<file path="config.mk">
export PLATFORM = sky130hd
export DESIGN_NAME = timer_compare_pwm_channels
export DESIGN_NICKNAME = d
export VERILOG_FILES = /design/src/inc/timer_pwm_pkg.sv /design/src/logic/timer_compare_pwm_channels.sv /design/src/logic/pwm_pin_unit.sv
export SDC_FILE = /design/constraint.sdc
export NUM_CORES = 1
export LEC_CHECK = 0
export BUFFER_PORTS_ARGS = -buffer_cell sky130_fd_sc_hd__buf_2
export CORE_UTILIZATION = 30
export DETAILED_ROUTE_END_ITERATION = 6
export HOLD_SLACK_MARGIN = 0.03
export MAX_ROUTING_LAYER = met4
export PLACE_DENSITY_LB_ADDON = 0.12
export SLEW_MARGIN = 20
export SYNTH_ARGS = -nofsm -noshare
export SYNTH_HDL_FRONTEND = slang
export SYNTH_HIERARCHICAL = 1
export SYNTH_SLANG_ARGS = --single-unit
</file>
<file path="constraint.sdc">
create_clock -name clk -period 3.3 [get_ports clk]
set_input_delay 0.33 -clock clk [delete_from_list [all_inputs] [get_ports clk]]
set_output_delay 0.33 -clock clk [all_outputs]
set_load 0.05 [all_outputs]
</file>
<file path="src/inc/timer_pwm_pkg.sv">
// constants and register layout for the two-channel compare and pwm timer
package timer_pwm_pkg;

   localparam int         ADDR_W       = 4;
   localparam int         DATA_W       = 8;
   localparam int         CNT_W        = 16;
   localparam int         PRE_W        = 6;

   // register offsets
   localparam logic [3:0] OFS_TSC      = 4'h0;
   localparam logic [3:0] OFS_CNT_HI   = 4'h1;
   localparam logic [3:0] OFS_CNT_LO   = 4'h2;
   localparam logic [3:0] OFS_MOD_HI   = 4'h3;
   localparam logic [3:0] OFS_MOD_LO   = 4'h4;
   localparam logic [3:0] OFS_CH0_CTL  = 4'h5;
   localparam logic [3:0] OFS_CH0_HI   = 4'h6;
   localparam logic [3:0] OFS_CH0_LO   = 4'h7;
   localparam logic [3:0] OFS_CH1_CTL  = 4'h8;
   localparam logic [3:0] OFS_CH1_HI   = 4'h9;
   localparam logic [3:0] OFS_CH1_LO   = 4'hA;

   // timer_control_status fields
   localparam int         TSC_FLAG     = 7;
   localparam int         TSC_IE       = 6;
   localparam int         TSC_HALT     = 5;
   localparam int         TSC_TRST     = 4;
   localparam int         TSC_PS_HI    = 2;

   // channel control fields
   localparam int         CH_FLAG      = 7;
   localparam int         CH_IE        = 6;
   localparam int         CH_MSB       = 5;
   localparam int         CH_MSA       = 4;
   localparam int         CH_ELSB      = 3;
   localparam int         CH_ELSA      = 2;
   localparam int         CH_TOV       = 1;
   localparam int         CH_MAX       = 0;

   // encodings
   localparam logic [1:0] MODE_UNBUF   = 2'h1;
   localparam logic [1:0] MODE_BUF     = 2'h2;
   localparam logic [1:0] ACT_NONE     = 2'h0;
   localparam logic [1:0] ACT_TOGGLE   = 2'h1;
   localparam logic [1:0] ACT_CLEAR    = 2'h2;
   localparam logic [1:0] ACT_SET      = 2'h3;
   localparam logic [2:0] PS_OFF       = 3'h7;

   // values after reset
   localparam logic [15:0] CNT_RST     = 16'h0000;
   localparam logic [15:0] MOD_RST     = 16'hFFFF;
   localparam logic [15:0] VAL_RST     = 16'h0000;
   localparam logic        HALT_RST    = 1'b1;
   localparam logic [2:0]  PS_RST      = 3'h0;
   localparam logic [6:0]  CTL_RST     = 7'h00;
   localparam logic [5:0]  PRE_RST     = 6'h00;
   localparam logic [7:0]  BYTE_RST    = 8'h00;

endpackage : timer_pwm_pkg

</file>
<file path="src/logic/timer_compare_pwm_channels.sv">
// two-channel 16-bit timer with output compare and pwm, plain register port
`timescale 1ns/10ps
//
// Operation
// - unbuffered channel value is one register, written directly, effective at once
// - compare fires only when counter equals stored channel value
// - channel compare request raised at the match ending the pulse
// - overflow request raised when counter reaches modulo value
// - link bit in channel zero control pairs channels onto pin zero
// - linked: channel zero first, after each overflow last written channel rules
// - linked: channel zero control governs, channel one control ignored, pin one released
// - toggle on overflow flips pin at each modulo match without a compare on the same tick
// - pulse runs from overflow to compare, compare drives opposite level
// - modulo 0x00FF undivided gives 256 clock period
// - value 0x0080 in 8-bit period gives half duty, single-count steps
// - buffered: written channel governs width from next period
// - mode select 0:1 unbuffered, 1:0 buffered
// - compare action 1:0 clears pin, 1:1 sets pin
// - toggle on overflow cleared gives 0% duty
// - full duty force with toggle on overflow holds 100% duty
// - at modulo, overflow flag sets and counter restarts from zero next tick
// - channel flag set on compare, requests interrupt when enabled
// - halt freezes counting, counter reset clears counter and prescaler, reads zero
module timer_compare_pwm_channels
   import timer_pwm_pkg::*;
(
   input  wire logic              clk,
   input  wire logic              rst,
   input  wire logic              ce,
   input  wire logic [ADDR_W-1:0] addr,
   input  wire logic [DATA_W-1:0] wdata,
   input  wire logic              wr,
   input  wire logic              rd,
   output logic      [DATA_W-1:0] rdata,
   output logic                   channel_zero_pin_o,
   output logic                   channel_zero_pin_oe_n,
   output logic                   channel_one_pin_o,
   output logic                   channel_one_pin_oe_n,
   output logic                   overflow_irq,
   output logic      [1:0]        channel_irq
);

   typedef struct packed {
      logic [CNT_W-1:0] cnt_r;
      logic [CNT_W-1:0] modv_r;
      logic [CNT_W-1:0] val0_r;
      logic [CNT_W-1:0] val1_r;
      logic [7:0]       hi_buf_r;
      logic             mod_inh_r;
      logic             ovf_ie_r;
      logic             halt_r;
      logic [2:0]       ps_r;
      logic             ovf_flag_r;
      logic             ovf_arm_r;
      logic [6:0]       ctl0_r;
      logic [6:0]       ctl1_r;
      logic [1:0]       chf_r;
      logic [1:0]       charm_r;
      logic             active_r;
      logic             last_wr_r;
      logic             link_d_r;
      logic [PRE_W-1:0] pre_r;
      logic [7:0]       rdata_r;
   } tmr_state_t;

   tmr_state_t       s;
   tmr_state_t       n;
   logic             tick;
   logic             ovf_ev;
   logic             link;
   logic [CNT_W-1:0] cmp_val0;
   logic [CNT_W-1:0] cnt_inc;
   logic             match0;
   logic             match1;
   logic             drive0;
   logic             drive1;
   logic             pin0;
   logic             pin1;
   logic [PRE_W-1:0] pmask;

   function automatic logic [PRE_W-1:0] pre_mask(input logic [2:0] ps);
      logic [6:0] t;
      t = (7'h01 << ps) - 7'h01;
      return t[PRE_W-1:0];
   endfunction : pre_mask

   // channel drives its pin in a compare or pwm mode with a pin action
   function automatic logic out_mode(input logic [6:0] ctl);
      return (ctl[CH_MSB] | ctl[CH_MSA]) && (ctl[CH_ELSB:CH_ELSA] != ACT_NONE);
   endfunction : out_mode

   always_comb
   begin
      n = s;
      pmask = pre_mask(s.ps_r);
      tick = !s.halt_r && (s.ps_r != PS_OFF) && ((s.pre_r & pmask) == pmask);
      ovf_ev = tick && (s.cnt_r == s.modv_r);
      cnt_inc = ovf_ev ? CNT_RST : s.cnt_r + 16'h0001;
      link = s.ctl0_r[CH_MSB];
      cmp_val0 = (link && s.active_r) ? s.val1_r : s.val0_r;
      drive0 = out_mode(s.ctl0_r);
      drive1 = out_mode(s.ctl1_r) && !link;
      match0 = tick && (cnt_inc == cmp_val0) && drive0;
      match1 = tick && (cnt_inc == s.val1_r) && drive1 && !link;
      n.rdata_r = BYTE_RST;
      n.link_d_r = link;

      // prescaler and counter
      if (!s.halt_r && (s.ps_r != PS_OFF))
      begin
         n.pre_r = s.pre_r + 6'h01;
      end
      if (tick)
      begin
         n.cnt_r = cnt_inc;
      end

      // linked pair hand-over at overflow
      if (link && !s.link_d_r)
      begin
         n.active_r = 1'b0;
         n.last_wr_r = 1'b0;
      end
      else if (link && ovf_ev)
      begin
         n.active_r = s.last_wr_r;
      end

      // register reads
      if (rd)
      begin
         unique case (addr)
            OFS_TSC     :
            begin
               n.rdata_r = {s.ovf_flag_r, s.ovf_ie_r, s.halt_r, 2'h0, s.ps_r};
               n.ovf_arm_r = s.ovf_flag_r;
            end
            OFS_CNT_HI  : n.rdata_r = s.cnt_r[15:8];
            OFS_CNT_LO  : n.rdata_r = s.cnt_r[7:0];
            OFS_MOD_HI  : n.rdata_r = s.modv_r[15:8];
            OFS_MOD_LO  : n.rdata_r = s.modv_r[7:0];
            OFS_CH0_CTL :
            begin
               n.rdata_r = {s.chf_r[0], s.ctl0_r};
               n.charm_r[0] = s.chf_r[0];
            end
            OFS_CH0_HI  : n.rdata_r = s.val0_r[15:8];
            OFS_CH0_LO  : n.rdata_r = s.val0_r[7:0];
            OFS_CH1_CTL :
            begin
               n.rdata_r = {s.chf_r[1], s.ctl1_r};
               n.charm_r[1] = s.chf_r[1];
            end
            OFS_CH1_HI  : n.rdata_r = s.val1_r[15:8];
            OFS_CH1_LO  : n.rdata_r = s.val1_r[7:0];
            default     : n.rdata_r = BYTE_RST;
         endcase
      end

      // register writes
      if (wr)
      begin
         unique case (addr)
            OFS_TSC     :
            begin
               n.ovf_ie_r = wdata[TSC_IE];
               n.halt_r = wdata[TSC_HALT];
               n.ps_r = wdata[TSC_PS_HI:0];
               if (!wdata[TSC_FLAG] && s.ovf_arm_r)
               begin
                  n.ovf_flag_r = 1'b0;
               end
               n.ovf_arm_r = 1'b0;
               if (wdata[TSC_TRST])
               begin
                  n.cnt_r = CNT_RST;
                  n.pre_r = PRE_RST;
               end
            end
            OFS_MOD_HI  :
            begin
               n.hi_buf_r = wdata;
               n.mod_inh_r = 1'b1;
            end
            OFS_MOD_LO  :
            begin
               n.modv_r = {s.hi_buf_r, wdata};
               n.mod_inh_r = 1'b0;
            end
            OFS_CH0_CTL :
            begin
               n.ctl0_r = wdata[6:0];
               if (!wdata[CH_FLAG] && s.charm_r[0])
               begin
                  n.chf_r[0] = 1'b0;
               end
               n.charm_r[0] = 1'b0;
            end
            OFS_CH1_CTL :
            begin
               n.ctl1_r = {wdata[CH_IE], 1'b0, wdata[CH_MSA:0]};
               if (!wdata[CH_FLAG] && s.charm_r[1])
               begin
                  n.chf_r[1] = 1'b0;
               end
               n.charm_r[1] = 1'b0;
            end
            OFS_CH0_HI,
            OFS_CH1_HI  : n.hi_buf_r = wdata;
            OFS_CH0_LO  :
            begin
               n.val0_r = {s.hi_buf_r, wdata};
               n.last_wr_r = 1'b0;
            end
            OFS_CH1_LO  :
            begin
               n.val1_r = {s.hi_buf_r, wdata};
               n.last_wr_r = 1'b1;
            end
            default     : n.hi_buf_r = s.hi_buf_r;
         endcase
      end

      // hardware sets win over software clears
      if (ovf_ev && !s.mod_inh_r)
      begin
         n.ovf_flag_r = 1'b1;
         n.ovf_arm_r = 1'b0;
      end
      if (match0)
      begin
         n.chf_r[0] = 1'b1;
         n.charm_r[0] = 1'b0;
      end
      if (match1)
      begin
         n.chf_r[1] = 1'b1;
         n.charm_r[1] = 1'b0;
      end
   end

   always_ff @(posedge clk or posedge rst)
   begin
      if (rst)
      begin
         s <= '0;
         s.modv_r <= MOD_RST;
         s.halt_r <= HALT_RST;
         s.ps_r <= PS_RST;
         s.ctl0_r <= CTL_RST;
         s.ctl1_r <= CTL_RST;
         s.val0_r <= VAL_RST;
         s.val1_r <= VAL_RST;
      end
      else if (ce)
      begin
         s <= n;
      end
   end

   pwm_pin_unit u_pin0 (
      .clk   (clk),
      .rst   (rst),
      .ce    (ce),
      .tick  (tick),
      .ovf   (ovf_ev),
      .match (match0),
      .drive (drive0),
      .act   (s.ctl0_r[CH_ELSB:CH_ELSA]),
      .tov   (s.ctl0_r[CH_TOV]),
      .full  (s.ctl0_r[CH_MAX]),
      .pin   (pin0)
   );

   pwm_pin_unit u_pin1 (
      .clk   (clk),
      .rst   (rst),
      .ce    (ce),
      .tick  (tick),
      .ovf   (ovf_ev),
      .match (match1),
      .drive (drive1),
      .act   (s.ctl1_r[CH_ELSB:CH_ELSA]),
      .tov   (s.ctl1_r[CH_TOV]),
      .full  (s.ctl1_r[CH_MAX]),
      .pin   (pin1)
   );

   assign rdata                 = s.rdata_r;
   assign channel_zero_pin_o    = pin0;
   assign channel_zero_pin_oe_n = ~drive0;
   assign channel_one_pin_o     = pin1;
   assign channel_one_pin_oe_n  = ~drive1;
   assign overflow_irq          = s.ovf_flag_r & s.ovf_ie_r;
   assign channel_irq[0]        = s.chf_r[0] & s.ctl0_r[CH_IE];
   assign channel_irq[1]        = s.chf_r[1] & s.ctl1_r[CH_IE] & ~link;
endmodule : timer_compare_pwm_channels

</file>
<file path="src/logic/pwm_pin_unit.sv">
// output level logic of one compare channel pin
`timescale 1ns/10ps
module pwm_pin_unit
   import timer_pwm_pkg::*;
(
   input  wire logic       clk,
   input  wire logic       rst,
   input  wire logic       ce,
   input  wire logic       tick,
   input  wire logic       ovf,
   input  wire logic       match,
   input  wire logic       drive,
   input  wire logic [1:0] act,
   input  wire logic       tov,
   input  wire logic       full,
   output logic            pin
);

   typedef struct packed {
      logic pin_r;
   } pin_state_t;

   pin_state_t s;
   pin_state_t n;

   always_comb
   begin
      n = s;
      if (tick && drive)
      begin
         if (full && tov)
         begin
            n.pin_r = ~act[0];
         end
         else if (match)
         begin
            unique case (act)
               ACT_TOGGLE : n.pin_r = ~s.pin_r;
               ACT_CLEAR  : n.pin_r = 1'b0;
               ACT_SET    : n.pin_r = 1'b1;
               ACT_NONE   : n.pin_r = s.pin_r;
            endcase
         end
         else if (ovf && tov)
         begin
            n.pin_r = ~s.pin_r;
         end
      end
   end

   always_ff @(posedge clk or posedge rst)
   begin
      if (rst)
      begin
         s <= '0;
      end
      else if (ce)
      begin
         s <= n;
      end
   end

   assign pin = s.pin_r;

endmodule : pwm_pin_unit

</file>
==> results.txt <==
Total chip power -> 6.188 mW
Overall Global Routing Usage -> 26.44%
Vias in the first global route -> 6,847
Worst setup EP type -> flip-flop
Ys async rst share -> 100.0%
Critical setup path kind -> reg -> reg
Clk sinks -> 116
P_leak -> 3.971 nW
Worst Path Max Fanout -> 5
Avg Cell Area, Syn -> 9.858 sq um
Slew margin rel. -> 43.85%
Cells along the critical path -> buf_4 > xnor2_1 > nand4_1 > nor4_2 > buf_4 > a21oi_1 > o32a_1 > nor4_2 > nand4_1 > nor2_4 > o21ai_0 > a21oi_1 > mux2_2
Non-Filler Instances -> 1,201
Die Area -> 24,980 sq um
Crit path largest cell delay -> 0.45 ns
Worst slew pin tran -> 0.8392 ns
# setup viols final -> 0
Routed wire length -> 30,110 microns
Initial Utilization -> 30.84%
Die W -> 158.0 microns
Cells after Synth -> 741
CTS Buf Count -> 17
Top cells by area, synth -> dfrtp_1, mux2_2, dfstp_2
Worst EP required -> 3.60 ns
Clk_lat worst skew -> 0.43 ns
Post-layout nets -> 887
Placed Cells incl. Taps -> 1,161
IO buf count -> 31
Die Height -> 158.0 microns
Prevailing post-synth register cell -> dfrtp_1
Max cap viols -> 0
Commonest cells after routing, fill and taps aside -> buf_4, dfrtp_1, mux2_2
CP Data Arrival Time -> 3.60 ns
Post-layout min period -> 3.298 ns
Synth Register Bits -> 116
Htree depth -> 4
Syn Nets -> 760
Core Rows -> 56
Detailed placer's ending HPWL -> 22,840 microns
Clock root buffer -> clkbuf_16
Ratio of cells with drive above 1 in the final layout -> 37.34%
Slew Viols, Final -> 0
RSZ-0062 raised after global routing -> true
Pre-antenna DRT Iters -> 5
Setup TNS -> 0 ns
Ports -> 32
Power Density -> 661.2 nW/um^2
Clk buf depth -> 2
CTS tree -> built
Layout Utilization -> 39.52%
Via density -> 5.614
Fin area -> 9359 sq um
Initial antenna violation count -> 1
YS warnings -> 6
EDFF count, synth -> 0
Cell taking the most area after synthesis -> dfrtp_1
Placement Cell Area -> 8571 sq um
Sequential cell area fraction in the yosys report -> 40.03%
Max rail drop VDD -> 309.9 uV
Remaining antenna violation count after routing -> 0
Setup crit start kind -> flip-flop
Vias after detailed routing -> 6,743
Number of remaining DRC errors -> 0
Mapped cell area -> 7305 sq um
Global-route wire length before repair -> 45,560 microns
Final worst-path cycle share -> 99.94%
Reg clk slew, reported paths -> 0.06 ns
Wire per inst -> 25.07 microns
# fillers -> 2,421
Synthesis-to-layout area growth -> 28.13%
RePlAce Congestion -> 0.9432
DR iter-0 viols -> 631
Netlist cell types -> 71
Worst min-delay path class -> in -> reg
Area of the core -> 23,680 sq um
Fmax -> 303.2 MHz
Most common cell after layout, fill and taps aside -> buf_4
Worst path slowest cell -> dfrtp_2
Skew final -> 0.009005 ns
Yosys top cell area share -> 33.92%
Final Hold Viols -> 0
Grt ovf -> 0
Status -> finished, final reports clean
Largest net degree at the start of global routing -> 115
[worst max-delay path, delay by kind of cell, from the launching register on]
kind,cells,cell delay [ns]
flip-flops,1,0.45
multiplexers,1,0.36
XOR/XNOR,1,0.14
AND/OR/NAND/NOR,5,1.10
buffers and inverters,2,0.36
AO/OA/AOI/OAI,4,0.76
[cells by family after synthesis]
kind of cell | after synthesis | share of synthesized area, %
AO/OA/AOI/OAI | 179 | 16.96
XOR/XNOR | 43 | 5.533
adder cells (fa/ha/maj) | 3 | 0.4796
buffers and inverters | 74 | 4.762
flip-flops | 116 | 40.03
multiplexers | 110 | 16.68
AND/OR/NAND/NOR | 216 | 15.55
[per-layer routing]
metal,track usage [%],wire length [microns],up-vias
met1,36.02,13750,3365
li1,-,-,3022
met2,39.33,13540,294
met4,9.982,1053,0
met3,4.134,1760,62
met5,-,0,-
[state kept, by name, indices dropped and copies added (netlist names)]
register and cells:
link 1, rdata 8, s 105, u_pin0/pin 1, u_pin1/pin 1
[what timing repair did]
action / in CTS / in global routing
hold endpoints to repair: 2 / 0
gates resized for setup: 17 / 15
setup buffers: 3 / 4
hold buffers: 1 / 0
pin swaps: 8 / 9
endpoints found under the setup margin: 2 / 2
[final timing paths]
kind	depth (start not counted)	slack, ns	start	endpoint
setup reg to reg	13	0.002	s[99]	u_pin1/pin
hold / removal	3	0.25	wdata[1]	s[38]
hold reg to reg	1	0.48	rdata[4]	rdata[4]
setup / recovery	13	0.002	s[99]	u_pin1/pin
min in group asynchronous	3	0.33	rst	u_pin0/pin
max in group asynchronous	4	2.14	rst	s[106]
[synth_stat cells, types with 3 or more instances]
| master | instances |
|---|---|
| o21ai_1 | 5 |
| a221oi_1 | 4 |
| and3_1 | 7 |
| xor2_1 | 9 |
| nand3_1 | 12 |
| nor3b_1 | 3 |
| o31ai_1 | 4 |
| o32ai_1 | 4 |
| a22o_1 | 5 |
| or3_1 | 4 |
| o2bb2ai_1 | 14 |
| a222oi_1 | 4 |
| clkbuf_1 | 22 |
| dfrtp_1 | 99 |
| nor4_1 | 9 |
| o21ai_0 | 41 |
| inv_1 | 21 |
| buf_4 | 12 |
| nand4_1 | 18 |
| nor2b_1 | 10 |
| nand2b_1 | 9 |
| o21a_1 | 4 |
| nor4_2 | 3 |
| o22ai_1 | 8 |
| a21oi_1 | 30 |
| buf_2 | 14 |
| a22oi_1 | 10 |
| nor3_1 | 21 |
| xnor2_1 | 32 |
| nor2_1 | 49 |
| mux2i_1 | 25 |
| a311oi_1 | 3 |
| a31oi_1 | 8 |
| mux2_2 | 84 |
| buf_1 | 4 |
| a2111oi_0 | 3 |
| nand3b_1 | 7 |
| nand2_1 | 50 |
| a2bb2oi_1 | 4 |
| and2_1 | 7 |
| dfstp_2 | 17 |
[per-stage QoR]
step	hold WS, ns	setup WS, ns
after floorplan	0.05871	0.1650
after global placement	0.2200	-0.1704
after detailed placement	0.2218	-0.2550
after CTS	0.2429	0.006880
after global routing	0.2650	-0.1358
final	0.2541	0.002043
[power breakdown]
| group | switching (mW) | internal [mW] | total, mW | leakage, nW |
|---|---|---|---|---|
| clock network | 0.789 | 1.13 | 1.92 | 0.292 |
| logic | 1.11 | 0.983 | 2.09 | 2.22 |
| registers | 0.420 | 1.75 | 2.17 | 1.46 |
| total | 2.32 | 3.87 | 6.19 | 3.97 |
[final cells by class]
type,instances,area [sq um],share of cell area [%]
Antenna cell,1,2.502,0.02674
Clock buffer,17,425.4,4.545
Clock inverter,15,170.2,1.818
Inverter,21,82.58,0.8824
Multi-Input combinational cell,551,4183,44.69
Sequential cell,116,2930,31.31
Tap cell,319,399.1,4.265
Timing Repair Buffer,161,1166,12.46
Note: power is estimated with default switching activity, not from simulation.
